### src/rtl/pmp_map.vh
// Constants for the PHY management poller: frame layout, PHY register
// addresses and fields, option and port configuration fields, MDC timing.
// Assumes a 10 MHz ref_clk and standard clause-22 PHY registers.
`ifndef PMP_MAP_VH
`define PMP_MAP_VH

`define PMP_CLK_HZ          10000000
`define PMP_MDC_HALF_NS     400
`define PMP_CLK_NS          100
`define PMP_MDC_SLOW_HZ     17000

`define PMP_PREAMBLE        32'hFFFFFFFF
`define PMP_SOF             2'h1
`define PMP_OP_WRITE        2'h1
`define PMP_OP_READ         2'h2
`define PMP_TA_WRITE        2'h2
`define PMP_TA_FIRST_BIT    6'h2E
`define PMP_TA_ZERO_BIT     6'h2F
`define PMP_LAST_BIT        6'h3F

`define PMP_OPTIONS_OFFSET  5'h05
`define PMP_OPT_SLOW_BIT    0
`define PMP_OPT_ADDR8_BIT   1
`define PMP_OPT_DESC_BIT    2
`define PMP_OPT_VREG_LSB    8
`define PMP_ADDR_BASE       5'h08

`define PMP_CFG_SPD_BIT     0
`define PMP_CFG_DPX_BIT     1
`define PMP_CFG_PAUSE_BIT   2
`define PMP_CFG_FORCE_BIT   3
`define PMP_CFG_CAP_LSB     4

`define PMP_REG_CTRL        5'h00
`define PMP_REG_STAT        5'h01
`define PMP_REG_ADV         5'h04
`define PMP_REG_LPA         5'h05
`define PMP_CTRL_SPD_BIT    13
`define PMP_CTRL_AN_BIT     12
`define PMP_CTRL_DPX_BIT    8
`define PMP_STAT_LINK_BIT   2
`define PMP_STAT_ANDONE_BIT 5
`define PMP_ADV_SELECTOR    5'h01
`define PMP_ADV_CAP_LSB     5
`define PMP_ADV_PAUSE_BIT   10
`define PMP_VND_SPD_BIT     1
`define PMP_VND_DPX_BIT     0

`endif

### src/rtl/pmp_mdio_frame.v
// One management frame engine: makes MDC, shifts a 64-bit frame out on
// MDIO and, for reads, releases the line and shifts 16 bits back in.
// Assumes start is only raised while busy_r is low.
`timescale 1ns/1ps
`include "pmp_map.vh"

module pmp_mdio_frame (
	input  wire        ref_clk,
	input  wire        rst_n,
	input  wire        start,
	input  wire        isRead,
	input  wire        slowClk,
	input  wire [4:0]  phyAddr,
	input  wire [4:0]  regAddr,
	input  wire [15:0] wrData,
	input  wire        mdioIn,
	output reg         mdc_r,
	output reg         mdioOut_r,
	output reg         mdioOe_r,
	output reg         busy_r,
	output reg         done_r,
	output reg         rdOk_r,
	output reg  [15:0] rdData_r
);
	localparam integer FAST_I    = `PMP_MDC_HALF_NS / `PMP_CLK_NS;
	localparam integer SLOW_I    = `PMP_CLK_HZ / (2 * `PMP_MDC_SLOW_HZ);
	localparam [8:0]   FAST_HALF = FAST_I[8:0];
	localparam [8:0]   SLOW_HALF = SLOW_I[8:0];

	reg  [8:0]  div_r;
	reg  [5:0]  bitIdx_r;
	reg  [63:0] frame_r;
	reg         isRead_r;
	reg         sync1_r;
	reg         sync2_r;
	wire [8:0]  halfCnt = slowClk ? SLOW_HALF : FAST_HALF;
	wire        tick    = busy_r && (div_r >= halfCnt - 9'h001);
	wire [5:0]  nextIdx = bitIdx_r + 6'h01;

	always @(posedge ref_clk)
	begin
		if (!rst_n)
		begin
			div_r     <= 9'h000;
			bitIdx_r  <= 6'h00;
			frame_r   <= 64'h0;
			isRead_r  <= 1'b0;
			sync1_r   <= 1'b0;
			sync2_r   <= 1'b0;
			mdc_r     <= 1'b0;
			mdioOut_r <= 1'b0;
			mdioOe_r  <= 1'b0;
			busy_r    <= 1'b0;
			done_r    <= 1'b0;
			rdOk_r    <= 1'b0;
			rdData_r  <= 16'h0000;
		end
		else
		begin
			sync1_r <= mdioIn;
			sync2_r <= sync1_r;
			done_r  <= 1'b0;
			if (!busy_r)
			begin
				if (start)
				begin
					// Preamble and start pattern lead every frame
					frame_r <= {`PMP_PREAMBLE, `PMP_SOF,
						isRead ? `PMP_OP_READ : `PMP_OP_WRITE, phyAddr, regAddr,
						isRead ? 2'h3 : `PMP_TA_WRITE, isRead ? 16'h0000 : wrData};
					busy_r    <= 1'b1;
					isRead_r  <= isRead;
					bitIdx_r  <= 6'h00;
					div_r     <= 9'h000;
					mdioOut_r <= 1'b1;
					mdioOe_r  <= 1'b1;
					rdOk_r    <= 1'b0;
					rdData_r  <= 16'h0000;
				end
			end
			else
			begin
				div_r <= tick ? 9'h000 : div_r + 9'h001;
				if (tick)
				begin
					mdc_r <= ~mdc_r;
					if (!mdc_r)
					begin
						// Rising edge: PHY changed data after the previous fall
						if (isRead_r && bitIdx_r == `PMP_TA_ZERO_BIT)
							rdOk_r <= ~sync2_r;
						if (isRead_r && bitIdx_r > `PMP_TA_ZERO_BIT)
							rdData_r <= {rdData_r[14:0], sync2_r};
					end
					else if (bitIdx_r == `PMP_LAST_BIT)
					begin
						busy_r    <= 1'b0;
						mdioOe_r  <= 1'b0;
						mdioOut_r <= 1'b0;
						done_r    <= 1'b1;
					end
					else
					begin
						// Falling edge: new bit, half a period before the PHY samples
						bitIdx_r  <= nextIdx;
						mdioOut_r <= frame_r[62];
						frame_r   <= {frame_r[62:0], 1'b0};
						mdioOe_r  <= !(isRead_r && nextIdx >= `PMP_TA_FIRST_BIT);
					end
				end
			end
		end
	end
endmodule // pmp_mdio_frame

### src/rtl/pmp_poller.v
// PHY management poller: walks the ports, programs PHYs in master mode or with nonAutoNeg set,
// polls status and resolves each port's link, speed and duplex.
// Assumes configuration inputs are steady levels on ref_clk; mdioIn is a pin.
`timescale 1ns/1ps
`include "pmp_map.vh"

module pmp_poller #(
	parameter NPORT = 8
) (
	input  wire                 ref_clk,
	input  wire                 rst_n,
	input  wire                 masterMode,
	input  wire                 nonAutoNeg,
	input  wire                 mgmtDisable,
	input  wire [15:0]          phyAccessOptions,
	input  wire [NPORT*8-1:0]   portCfg,
	input  wire                 mdioIn,
	output wire                 mdc,
	output wire                 mdioOut,
	output wire                 mdioOe,
	output reg  [NPORT-1:0]     portLink_r,
	output reg  [NPORT-1:0]     portSpeed100_r,
	output reg  [NPORT-1:0]     portFullDuplex_r
);
	localparam PW = (NPORT > 1) ? $clog2(NPORT) : 1;
	// Highest port index, cut to the widths it is compared against
	localparam integer  LAST_I    = NPORT - 1;
	localparam [PW-1:0] LAST_PORT = LAST_I[PW-1:0];
	localparam [4:0]    LAST_ADDR = LAST_I[4:0];

	localparam [6:0] S_SEL   = 7'h01;
	localparam [6:0] S_WCAP  = 7'h02;
	localparam [6:0] S_WCTL  = 7'h04;
	localparam [6:0] S_RSTAT = 7'h08;
	localparam [6:0] S_RLP   = 7'h10;
	localparam [6:0] S_RVND  = 7'h20;
	localparam [6:0] S_UPD   = 7'h40;

	reg  [6:0]    state_r;
	reg  [6:0]    state_nxt;
	reg  [PW-1:0] port_r;
	reg           issued_r;
	reg           readOk_r;
	reg  [15:0]   stat_r;
	reg  [15:0]   lpa_r;
	reg  [15:0]   vnd_r;
	reg  [PW-1:0] port_nxt;
	reg           link_nxt;
	reg           spd_nxt;
	reg           dpx_nxt;

	reg           opRead;
	reg  [4:0]    opReg;
	reg  [15:0]   opData;
	wire          opBusy;
	wire          opDone;
	wire          opRdOk;
	wire [15:0]   opRdData;

	wire [7:0]    cfg       = portCfg[{{(8-PW){1'b0}}, port_r} * 8 +: 8];
	wire [3:0]    cap       = cfg[`PMP_CFG_CAP_LSB +: 4];
	wire          forceMode = masterMode && !nonAutoNeg && cfg[`PMP_CFG_FORCE_BIT];
	wire [4:0]    vndReg    = phyAccessOptions[`PMP_OPT_VREG_LSB +: 5];
	wire [4:0]    port5     = {{(5-PW){1'b0}}, port_r};
	wire [4:0]    idx5      = phyAccessOptions[`PMP_OPT_DESC_BIT] ? LAST_ADDR - port5 : port5;
	wire [4:0]    phyAddr   = phyAccessOptions[`PMP_OPT_ADDR8_BIT] ? idx5 + `PMP_ADDR_BASE : idx5;
	wire          opState   = (state_r != S_SEL) && (state_r != S_UPD);
	wire          opStart   = opState && !issued_r && !opBusy;
	wire          skipPort  = mgmtDisable && (port_r == {PW{1'b0}});

	// In slave mode our own advertisement is unknown, so any partner ability counts
	wire [3:0]    common    = lpa_r[`PMP_ADV_CAP_LSB +: 4] & (masterMode ? cap : 4'hF);
	wire          anOk      = stat_r[`PMP_STAT_ANDONE_BIT] && (common != 4'h0);
	wire          linkUp    = readOk_r && stat_r[`PMP_STAT_LINK_BIT];

	pmp_mdio_frame u_frame (
		.ref_clk   (ref_clk),
		.rst_n     (rst_n),
		.start     (opStart),
		.isRead    (opRead),
		.slowClk   (phyAccessOptions[`PMP_OPT_SLOW_BIT]),
		.phyAddr   (phyAddr),
		.regAddr   (opReg),
		.wrData    (opData),
		.mdioIn    (mdioIn),
		.mdc_r     (mdc),
		.mdioOut_r (mdioOut),
		.mdioOe_r  (mdioOe),
		.busy_r    (opBusy),
		.done_r    (opDone),
		.rdOk_r    (opRdOk),
		.rdData_r  (opRdData)
	);

	// Frame contents for the current step
	always @*
	begin
		opRead = 1'b1;
		opReg  = `PMP_REG_STAT;
		opData = 16'h0000;
		case (state_r)
			S_WCAP:
			begin
				opRead = 1'b0;
				opReg  = `PMP_REG_ADV;
				opData[4:0] = `PMP_ADV_SELECTOR;
				opData[`PMP_ADV_CAP_LSB +: 4] = cap;
				opData[`PMP_ADV_PAUSE_BIT] = cfg[`PMP_CFG_PAUSE_BIT];
			end
			S_WCTL:
			begin
				// Negotiation off; speed and duplex bits only matter when forcing
				opRead = 1'b0;
				opReg  = `PMP_REG_CTRL;
				opData[`PMP_CTRL_AN_BIT]  = 1'b0;
				opData[`PMP_CTRL_SPD_BIT] = forceMode & cfg[`PMP_CFG_SPD_BIT];
				opData[`PMP_CTRL_DPX_BIT] = forceMode & cfg[`PMP_CFG_DPX_BIT];
			end
			S_RSTAT:
				opReg = `PMP_REG_STAT;
			S_RLP:
				opReg = `PMP_REG_LPA;
			S_RVND:
				opReg = vndReg;
			default:
				opReg = `PMP_REG_STAT;
		endcase
	end

	// Step order for one port
	always @*
	begin
		state_nxt = state_r;
		port_nxt  = port_r;
		case (state_r)
			S_SEL:
			begin
				if (skipPort)
					state_nxt = S_UPD;
				else if (masterMode && !nonAutoNeg && !forceMode)
					state_nxt = S_WCAP;
				else if (nonAutoNeg || forceMode)
					state_nxt = S_WCTL;
				else
					state_nxt = S_RSTAT;
			end
			S_WCAP:
				if (opDone) state_nxt = S_RSTAT;
			S_WCTL:
				if (opDone) state_nxt = S_RSTAT;
			S_RSTAT:
				if (opDone) state_nxt = S_RLP;
			S_RLP:
				if (opDone) state_nxt = (vndReg != 5'h00) ? S_RVND : S_UPD;
			S_RVND:
				if (opDone) state_nxt = S_UPD;
			S_UPD:
			begin
				state_nxt = S_SEL;
				if (port_r == LAST_PORT)
					port_nxt = {PW{1'b0}};
				else
					port_nxt = port_r + {{(PW-1){1'b0}}, 1'b1};
			end
			default:
				state_nxt = S_SEL;
		endcase
	end

	// Walk of steps and ports
	always @(posedge ref_clk)
	begin
		if (!rst_n)
		begin
			state_r <= S_SEL;
			port_r  <= {PW{1'b0}};
		end
		else
		begin
			state_r <= state_nxt;
			port_r  <= port_nxt;
		end
	end

	// Frame issue and read results; one frame per step, so a late done cannot re-arm it
	always @(posedge ref_clk)
	begin
		if (!rst_n)
		begin
			issued_r <= 1'b0;
			readOk_r <= 1'b0;
			stat_r   <= 16'h0000;
			lpa_r    <= 16'h0000;
			vnd_r    <= 16'h0000;
		end
		else
		begin
			if (opStart)
				issued_r <= 1'b1;
			else if (opDone)
				issued_r <= 1'b0;
			if (state_r == S_SEL)
			begin
				readOk_r <= 1'b1;
				vnd_r    <= 16'h0000;
			end
			if (opDone && opRead)
				readOk_r <= readOk_r & opRdOk; // A silent PHY reads as link down
			if (opDone && state_r == S_RSTAT)
				stat_r <= opRdData;
			if (opDone && state_r == S_RLP)
				lpa_r <= opRdData;
			if (opDone && state_r == S_RVND)
				vnd_r <= opRdData;
		end
	end

	// Resolved status of the port being walked, taken in its update step
	always @*
	begin
		link_nxt = linkUp;
		spd_nxt  = cfg[`PMP_CFG_SPD_BIT];
		dpx_nxt  = cfg[`PMP_CFG_DPX_BIT];
		if (skipPort)
		begin
			// No management access: the configured mode stands as an up link
			link_nxt = 1'b1;
			spd_nxt  = cfg[`PMP_CFG_SPD_BIT];
			dpx_nxt  = cfg[`PMP_CFG_DPX_BIT];
		end
		else if (!linkUp || forceMode)
		begin
			spd_nxt = cfg[`PMP_CFG_SPD_BIT];
			dpx_nxt = cfg[`PMP_CFG_DPX_BIT];
		end
		else if (anOk)
		begin
			// Best common ability wins: 100FD, 100HD, 10FD, 10HD
			spd_nxt = common[3] | common[2];
			dpx_nxt = common[3] | (!common[2] & common[1]);
		end
		else if (vndReg != 5'h00)
		begin
			spd_nxt = vnd_r[`PMP_VND_SPD_BIT];
			dpx_nxt = vnd_r[`PMP_VND_DPX_BIT];
		end
		else
		begin
			spd_nxt = cfg[`PMP_CFG_SPD_BIT];
			dpx_nxt = cfg[`PMP_CFG_DPX_BIT];
		end
	end

	// One status slot per port; the others hold while a port is walked
	genvar g;
	generate
		for (g = 0; g < NPORT; g = g + 1)
		begin : g_port
			always @(posedge ref_clk)
			begin
				if (!rst_n)
				begin
					portLink_r[g]       <= 1'b0;
					portSpeed100_r[g]   <= 1'b0;
					portFullDuplex_r[g] <= 1'b0;
				end
				else if (state_r == S_UPD && port_r == g)
				begin
					portLink_r[g]       <= link_nxt;
					portSpeed100_r[g]   <= spd_nxt;
					portFullDuplex_r[g] <= dpx_nxt;
				end
			end
		end
	endgenerate
endmodule // pmp_poller

### config.mk
export PLATFORM = sky130hd
export DESIGN_NAME = pmp_poller
export DESIGN_NICKNAME = d
export VERILOG_FILES = /design/src/rtl/pmp_mdio_frame.v /design/src/rtl/pmp_poller.v
export VERILOG_INCLUDE_DIRS = /design/src /design/src/rtl
export SDC_FILE = /design/constraint.sdc
export NUM_CORES = 1
export LEC_CHECK = 0
export BUFFER_PORTS_ARGS = -buffer_cell sky130_fd_sc_hd__buf_4
export CAP_MARGIN = 15
export CELL_PAD_IN_SITES_DETAIL_PLACEMENT = 1
export CELL_PAD_IN_SITES_GLOBAL_PLACEMENT = 1
export CORE_MARGIN = 2
export CORE_UTILIZATION = 45
export CTS_CLUSTER_SIZE = 8
export DETAILED_ROUTE_END_ITERATION = 12
export PLACE_DENSITY_LB_ADDON = 0.25
export SYNTH_ARGS = -nofsm -noshare
export SYNTH_HDL_FRONTEND = slang
export SYNTH_SLANG_ARGS = --single-unit
### constraint.sdc
create_clock -name ref_clk -period 8.91 [get_ports ref_clk]
set_input_delay 0.891 -clock ref_clk [delete_from_list [all_inputs] [get_ports ref_clk]]
set_output_delay 0.891 -clock ref_clk [all_outputs]
set_load 0.1 [all_outputs]
# Yosys cells after proc, flatten, opt, wreduce, memory -nomap -nowiden
# Index checks and enable logic that the tools add are counted.
[classes]
n_eq_ne = 28
bitwise_logic = 10
reduce_logical = 50
n_addsub = 6
magnitude_cmp = 3
muxes = 76
shifts = 1
[op_table]
columns = ["cell", "n"]
rows = [
  ["63-bit two-way mux", 5],
  ["9-bit two-way mux", 9],
  ["64-bit by 7-bit variable part select with 8-bit output", 1],
  ["7-bit two-way mux", 6],
  ["1-bit two-way mux", 36],
  ["7-bit case mux with 5 select lines", 1],
  ["6-bit two-way mux", 5],
  ["1-bit logical AND", 25],
  ["5-bit case mux with 4 select lines", 1],
  ["4-bit AND reduction", 5],
  ["14-bit two-way mux", 1],
  ["3-bit equality test, second input constant", 4],
  ["6-bit equality test, second input constant", 2],
  ["4-bit two-way mux", 3],
  ["5-bit two-way mux", 2],
  ["2-bit by 1-bit != test with 1-bit output, second input constant", 5],
  ["2-bit != test, second input constant", 5],
  ["9-bit by 1-bit adder with 9-bit output, second input constant", 1],
  ["9-bit greater-or-equal comparator", 1],
  ["9-bit by 1-bit subtractor with 9-bit output, second input constant", 1],
  ["2-bit two-way mux", 4],
  ["8-bit two-way mux", 1],
  ["2-bit nonzero test", 4],
  ["7-bit by 1-bit equality test with 1-bit output, second input constant", 1],
  ["other kinds (30)", 45],
]
[word_totals]
out_inout_bits = 27
register_bits = 149
elab_cells = 218
inputBits = 86

# Depth between registers and ports, before layout
[logic_depth]
word_depth = 9
depth_mapped = 12
ltp_nobuf = 9

# Hierarchy
# From an unflattened synthesis, not the netlist that was laid out.
[unflattened]
cells_unflattened = 775
hier_area_um2 = 7121.8
[by_module_without_submodules]
columns = ["mod", "cells_per_inst", "instances", "seq_area_each_um2", "area_per_inst_um2"]
rows = [
  ["pmp_mdio_frame", 468, 1, 2062.0, 4327.9],
  ["pmp_poller", 307, 1, 880.8, 2793.9],
]

# Worst setup path before layout
# No wires, ideal clock.
[synth_path]
path_type = "input to register"
from = "input port phyAccessOptions[0]"
to = "register u_frame.rdData_r[0]"
arrival_ps = 2795
cell_stages = 9
setup_ps = 73
n_path_buf = 1
required_time_ps = 8837
path_slack_ps = 6042
cell_sequence = "ha_1 a21oi_1 o21ai_0 a2111o_1 a21oi_1 nor2_1 nand3_1 clkbuf_1 mux2i_1"
[synth_via]
elab_chain_cells = 6
[synth_rtl]
columns = ["item", "line_no", "text"]
rows = [
  ["from (decl)", "pmp_poller.v:15", "input wire [15:0] phyAccessOptions,"],
  ["9-bit two-way mux", "pmp_mdio_frame.v:36", "wire [8:0] halfCnt = slowClk ? SLOW_HALF : FAST_HALF;"],
  ["9-bit by 1-bit subtractor with 9-bit output", "pmp_mdio_frame.v:37", "wire tick = busy_r && (div_r >= halfCnt - 9'h001);"],
  ["9-bit greater-or-equal comparator", "pmp_mdio_frame.v:37", ""],
  ["1-bit logical AND", "pmp_mdio_frame.v:37", ""],
  ["2-bit != test (no source line)", "--", ""],
  ["4-bit AND reduction (no source line)", "--", ""],
  ["to (signal assigned)", "pmp_mdio_frame.v:93", "rdData_r <= {rdData_r[14:0], sync2_r};"],
  ["to (decl)", "pmp_mdio_frame.v:23", "output reg [15:0] rdData_r"],
]
# Every way passes these cells.
# A chain may end at the register's enable or synchronous reset.

# Worst setup path in the final report
[layout_path]
from = "register port_r[0]"
to = "register portSpeed100_r[2]"
[layout_via]
elab_chain_cells = 8
word_cells_on_any_way = 16
cone_classes = "1 x eq/ne; 1 x shift; 5 x mux; 2 x bitwise; 7 x reduce/logical"
[layout_rtl]
columns = ["item", "line_no", "text"]
rows = [
  ["from (decl)", "pmp_poller.v:41", "reg [PW-1:0] port_r;"],
  ["from (signal assigned)", "pmp_poller.v:176", "port_r <= {PW{1'b0}};"],
  ["from (signal assigned)", "pmp_poller.v:181", "port_r <= port_nxt;"],
  ["64-bit by 7-bit variable part select with 8-bit output", "pmp_poller.v:60", "wire [7:0] cfg = portCfg[{{(8-PW){1'b0}}, port_r} * 8 +: 8];"],
  ["4-bit two-way mux", "pmp_poller.v:72", "wire [3:0] common = lpa_r[`PMP_ADV_CAP_LSB +: 4] & (masterMode ? cap : 4'hF);"],
  ["4-bit AND", "pmp_poller.v:72", ""],
  ["4-bit nonzero test", "pmp_poller.v:73", "wire anOk = stat_r[`PMP_STAT_ANDONE_BIT] && (common != 4'h0);"],
  ["1-bit logical AND", "pmp_poller.v:73", ""],
  ["1-bit two-way mux", "pmp_poller.v:236", "else if (anOk)"],
  ["1-bit two-way mux", "pmp_poller.v:231", "else if (!linkUp || forceMode)"],
  ["1-bit two-way mux", "pmp_poller.v:224", "if (skipPort)"],
  ["to (signal, indexed assignment)", "pmp_poller.v:270", "portSpeed100_r[g] <= spd_nxt;"],
  ["to (decl)", "pmp_poller.v:22", "output reg [NPORT-1:0] portSpeed100_r,"],
]
# Parallel ways exist; a longest one is shown, timed or not.

==> impl_metrics.json <==
{
  "cts_hold_buf": 0,
  "viasPerCell": 5.819,
  "via_count": 6215,
  "finalSetupViolations": 0,
  "slew_headroom_pct": 28.90,
  "worst_ep_arrival_time_ns": 3.77,
  "ys_types": 57,
  "crit_type": "reg2reg",
  "status": "complete, no violations",
  "io_buffers": 104,
  "grt_setup_unrepaired": "false",
  "skew_ns": 0.007675,
  "worstSetupEndpointType": "register",
  "seq_area_frac_synth_pct": 42.32,
  "final_cell_mix": "140 x dfxtp_1, 125 x nand2_1, 113 x buf_4, 93 x a21oi_1",
  "htreeDepth": 4,
  "rrSetupSlack_ns": 5.42,
  "final-hold-violation-count": 0,
  "antenna_found_initial": 0,
  "fin_util_pct": 55.79,
  "clk_pin_slew_ns": 0.06,
  "grt_usage_pct": 25.45,
  "drt_wl_total_um": 19670,
  "start_util_pct": 45.74,
  "syn2layout_area_growth_pct": 21.97,
  "die_y_um": 125.3,
  "drc_errors": 0,
  "clock-root-buffer": "clkbuf_16",
  "postSynthCellCount": 800,
  "instances_no_fill": 1068,
  "diodes": 0,
  "gp_congestion": 0.8830,
  "grt_pass1_wl_um": 32500,
  "dp_slack_ns": 5.416,
  "synth_flop_cell": "dfxtp_1",
  "min_period_ns": 3.491,
  "worst-path-max-fanout": 16,
  "placed_cells": 1036,
  "drv_slew": 0,
  "grt-ovfl-total": 0,
  "ir_drop_v": 0.0002083,
  "synth_area_per_cell_um2": 8.278,
  "cap_violations": 0,
  "grt_max_degree": 90,
  "syn-cell-area_um2": 6623,
  "row_count": 44,
  "fp.dieArea_um2": 15700,
  "tightest_slew_ns": 1.057,
  "cts_made_buffers": 17,
  "post-route-period-util_pct": 39.18,
  "powerDensity_nw_per_um2": 234.6,
  "cts.path.max_buffers": 2,
  "ys_ff_latch": 140,
  "wl_per_cell_um": 18.41,
  "start_kind": "register",
  "p_leak_nw": 3.175,
  "hold_class": "reg2reg",
  "yosysWarnings": 0,
  "cp.required_ns": 9.19,
  "ant_nets": 0,
  "setup_slack_ns": 5.419,
  "cts-resized-gates": 0,
  "max_freq_ghz": 0.2864,
  "fin_nets": 970,
  "post_cts_buffers": 0,
  "layout_commonest_cell": "dfxtp_1",
  "clock_sinks": 140,
  "drive_gt1_share_pct": 19.46,
  "synth_top_area_share_pct": 42.32,
  "io_pins": 113,
  "setup_tns_ns": 0,
  "synth_top_area_cell": "dfxtp_1",
  "hpwl_um": 13450,
  "drt_iter0_drc": 258,
  "die_x_um": 125.3,
  "synth_nets": 899,
  "synth_area_leaders": "dfxtp_1 42%, nand2_1 7.1%, a21oi_1 7.0%",
  "coreArea_um2": 14480,
  "drt_pass1_iterations": 4,
  "synth_edf_count": 0,
  "clkLatencyLatePin_ns": 0.43,
  "tritoncts": "done",
  "synthArstFlopShare_pct": 0,
  "grt_pass1_vias": 6508
}
metal layers:
layer | global-route usage [%] | share of wire (%) | vias up
met3 | 5.049 | 4.5 | 24
met4 | 8.824 | 1.5 | 0
met5 | 0 | 0 | -
met2 | 45.04 | 50 | 144
met1 | 30.85 | 44 | 3045
li1 | - | - | 3002
cell usage after synthesis (12+ instances only):
library cell,instances
dfxtp_1,140
clkbuf_1,39
nor3_1,21
nand3_1,46
inv_1,19
a311oi_1,16
mux2i_1,29
o21ai_1,14
and3_1,12
ha_1,13
nor2_1,47
nand2_1,125
buf_2,17
a21oi_1,93
o21ai_0,47
kinds of logic (layout without fill, tap and decap cells):
group                    after synthesis  count (layout)  synth area share (%)
adder cells (fa/ha/maj)               13              13                 2.456
AO/OA/AOI/OAI                        227             227                 21.01
AND/OR/NAND/NOR                      287             287                 20.01
XOR/XNOR                               8               8                 1.058
multiplexers                          45              45                 8.124
buffers and inverters                 80             164                 5.026
flip-flops                           140             140                 42.32
final cells by class:
cell class | instances | area [µm²]
multi-input cells | 580 | 3488
fillers | 1737 | 6401
flip-flops and latches | 140 | 2803
inverters | 19 | 71.32
repair buffers | 113 | 848.3
well taps | 184 | 230.2
clock buffers | 17 | 425.4
clock inverters | 15 | 211.5
worst max-delay path: stages, from the launching register on:
cell and delay (ns):
dfxtp_1 0.87, inv_1 0.17, ha_1 0.32, nand3_1 0.36, nand3_1 0.20, or2_2 0.33
a211o_1 0.25, a211oi_2 0.64, a311oi_1 0.20
flip-flops by register name, summed over array words and instances (netlist names), 3 cells and up:
register,count
u_frame.frame_r,63
u_frame.rdData_r,9
portFullDuplex_r,8
u_frame.div_r,9
portLink_r,8
port_r,3
lpa_r,4
state_r,7
u_frame.bitIdx_r,6
portSpeed100_r,8
final timing paths:
path,to,cells past startpoint,start
setup / recovery,portSpeed100_r[2]$_SDFFE_PN0P_,8,port_r[0]$_SDFFE_PN0P_
hold / removal,u_frame.frame_r[41]$_SDFFE_PN0P_,2,u_frame.frame_r[41]$_SDFFE_PN0P_
setup reg to reg,portSpeed100_r[2]$_SDFFE_PN0P_,8,port_r[0]$_SDFFE_PN0P_
hold reg to reg,u_frame.frame_r[41]$_SDFFE_PN0P_,2,u_frame.frame_r[41]$_SDFFE_PN0P_
where the power goes:
group          leakage, nW  switching [W]  total (W)  internal, W
Combinational         1.73       0.000255   0.000382     0.000127
Sequential            1.14      0.0000444   0.000745     0.000701
Clock                0.309       0.000295   0.000768     0.000474
Total                 3.18       0.000595    0.00190      0.00130
stage by stage:
step | power, W | cell area [µm²] | hold slack, ns
floorplan | 0.001029 | 6623 | 0.4119
global placement | 0.001116 | 7441 | 0.4350
detailed placement | 0.001139 | 7441 | 0.4446
CTS | 0.001909 | 8078 | 0.4531
global route | 0.001990 | 8078 | 0.4731
finish | 0.001895 | 8078 | 0.4523
No activity file was read; power rests on OpenSTA's default activity.
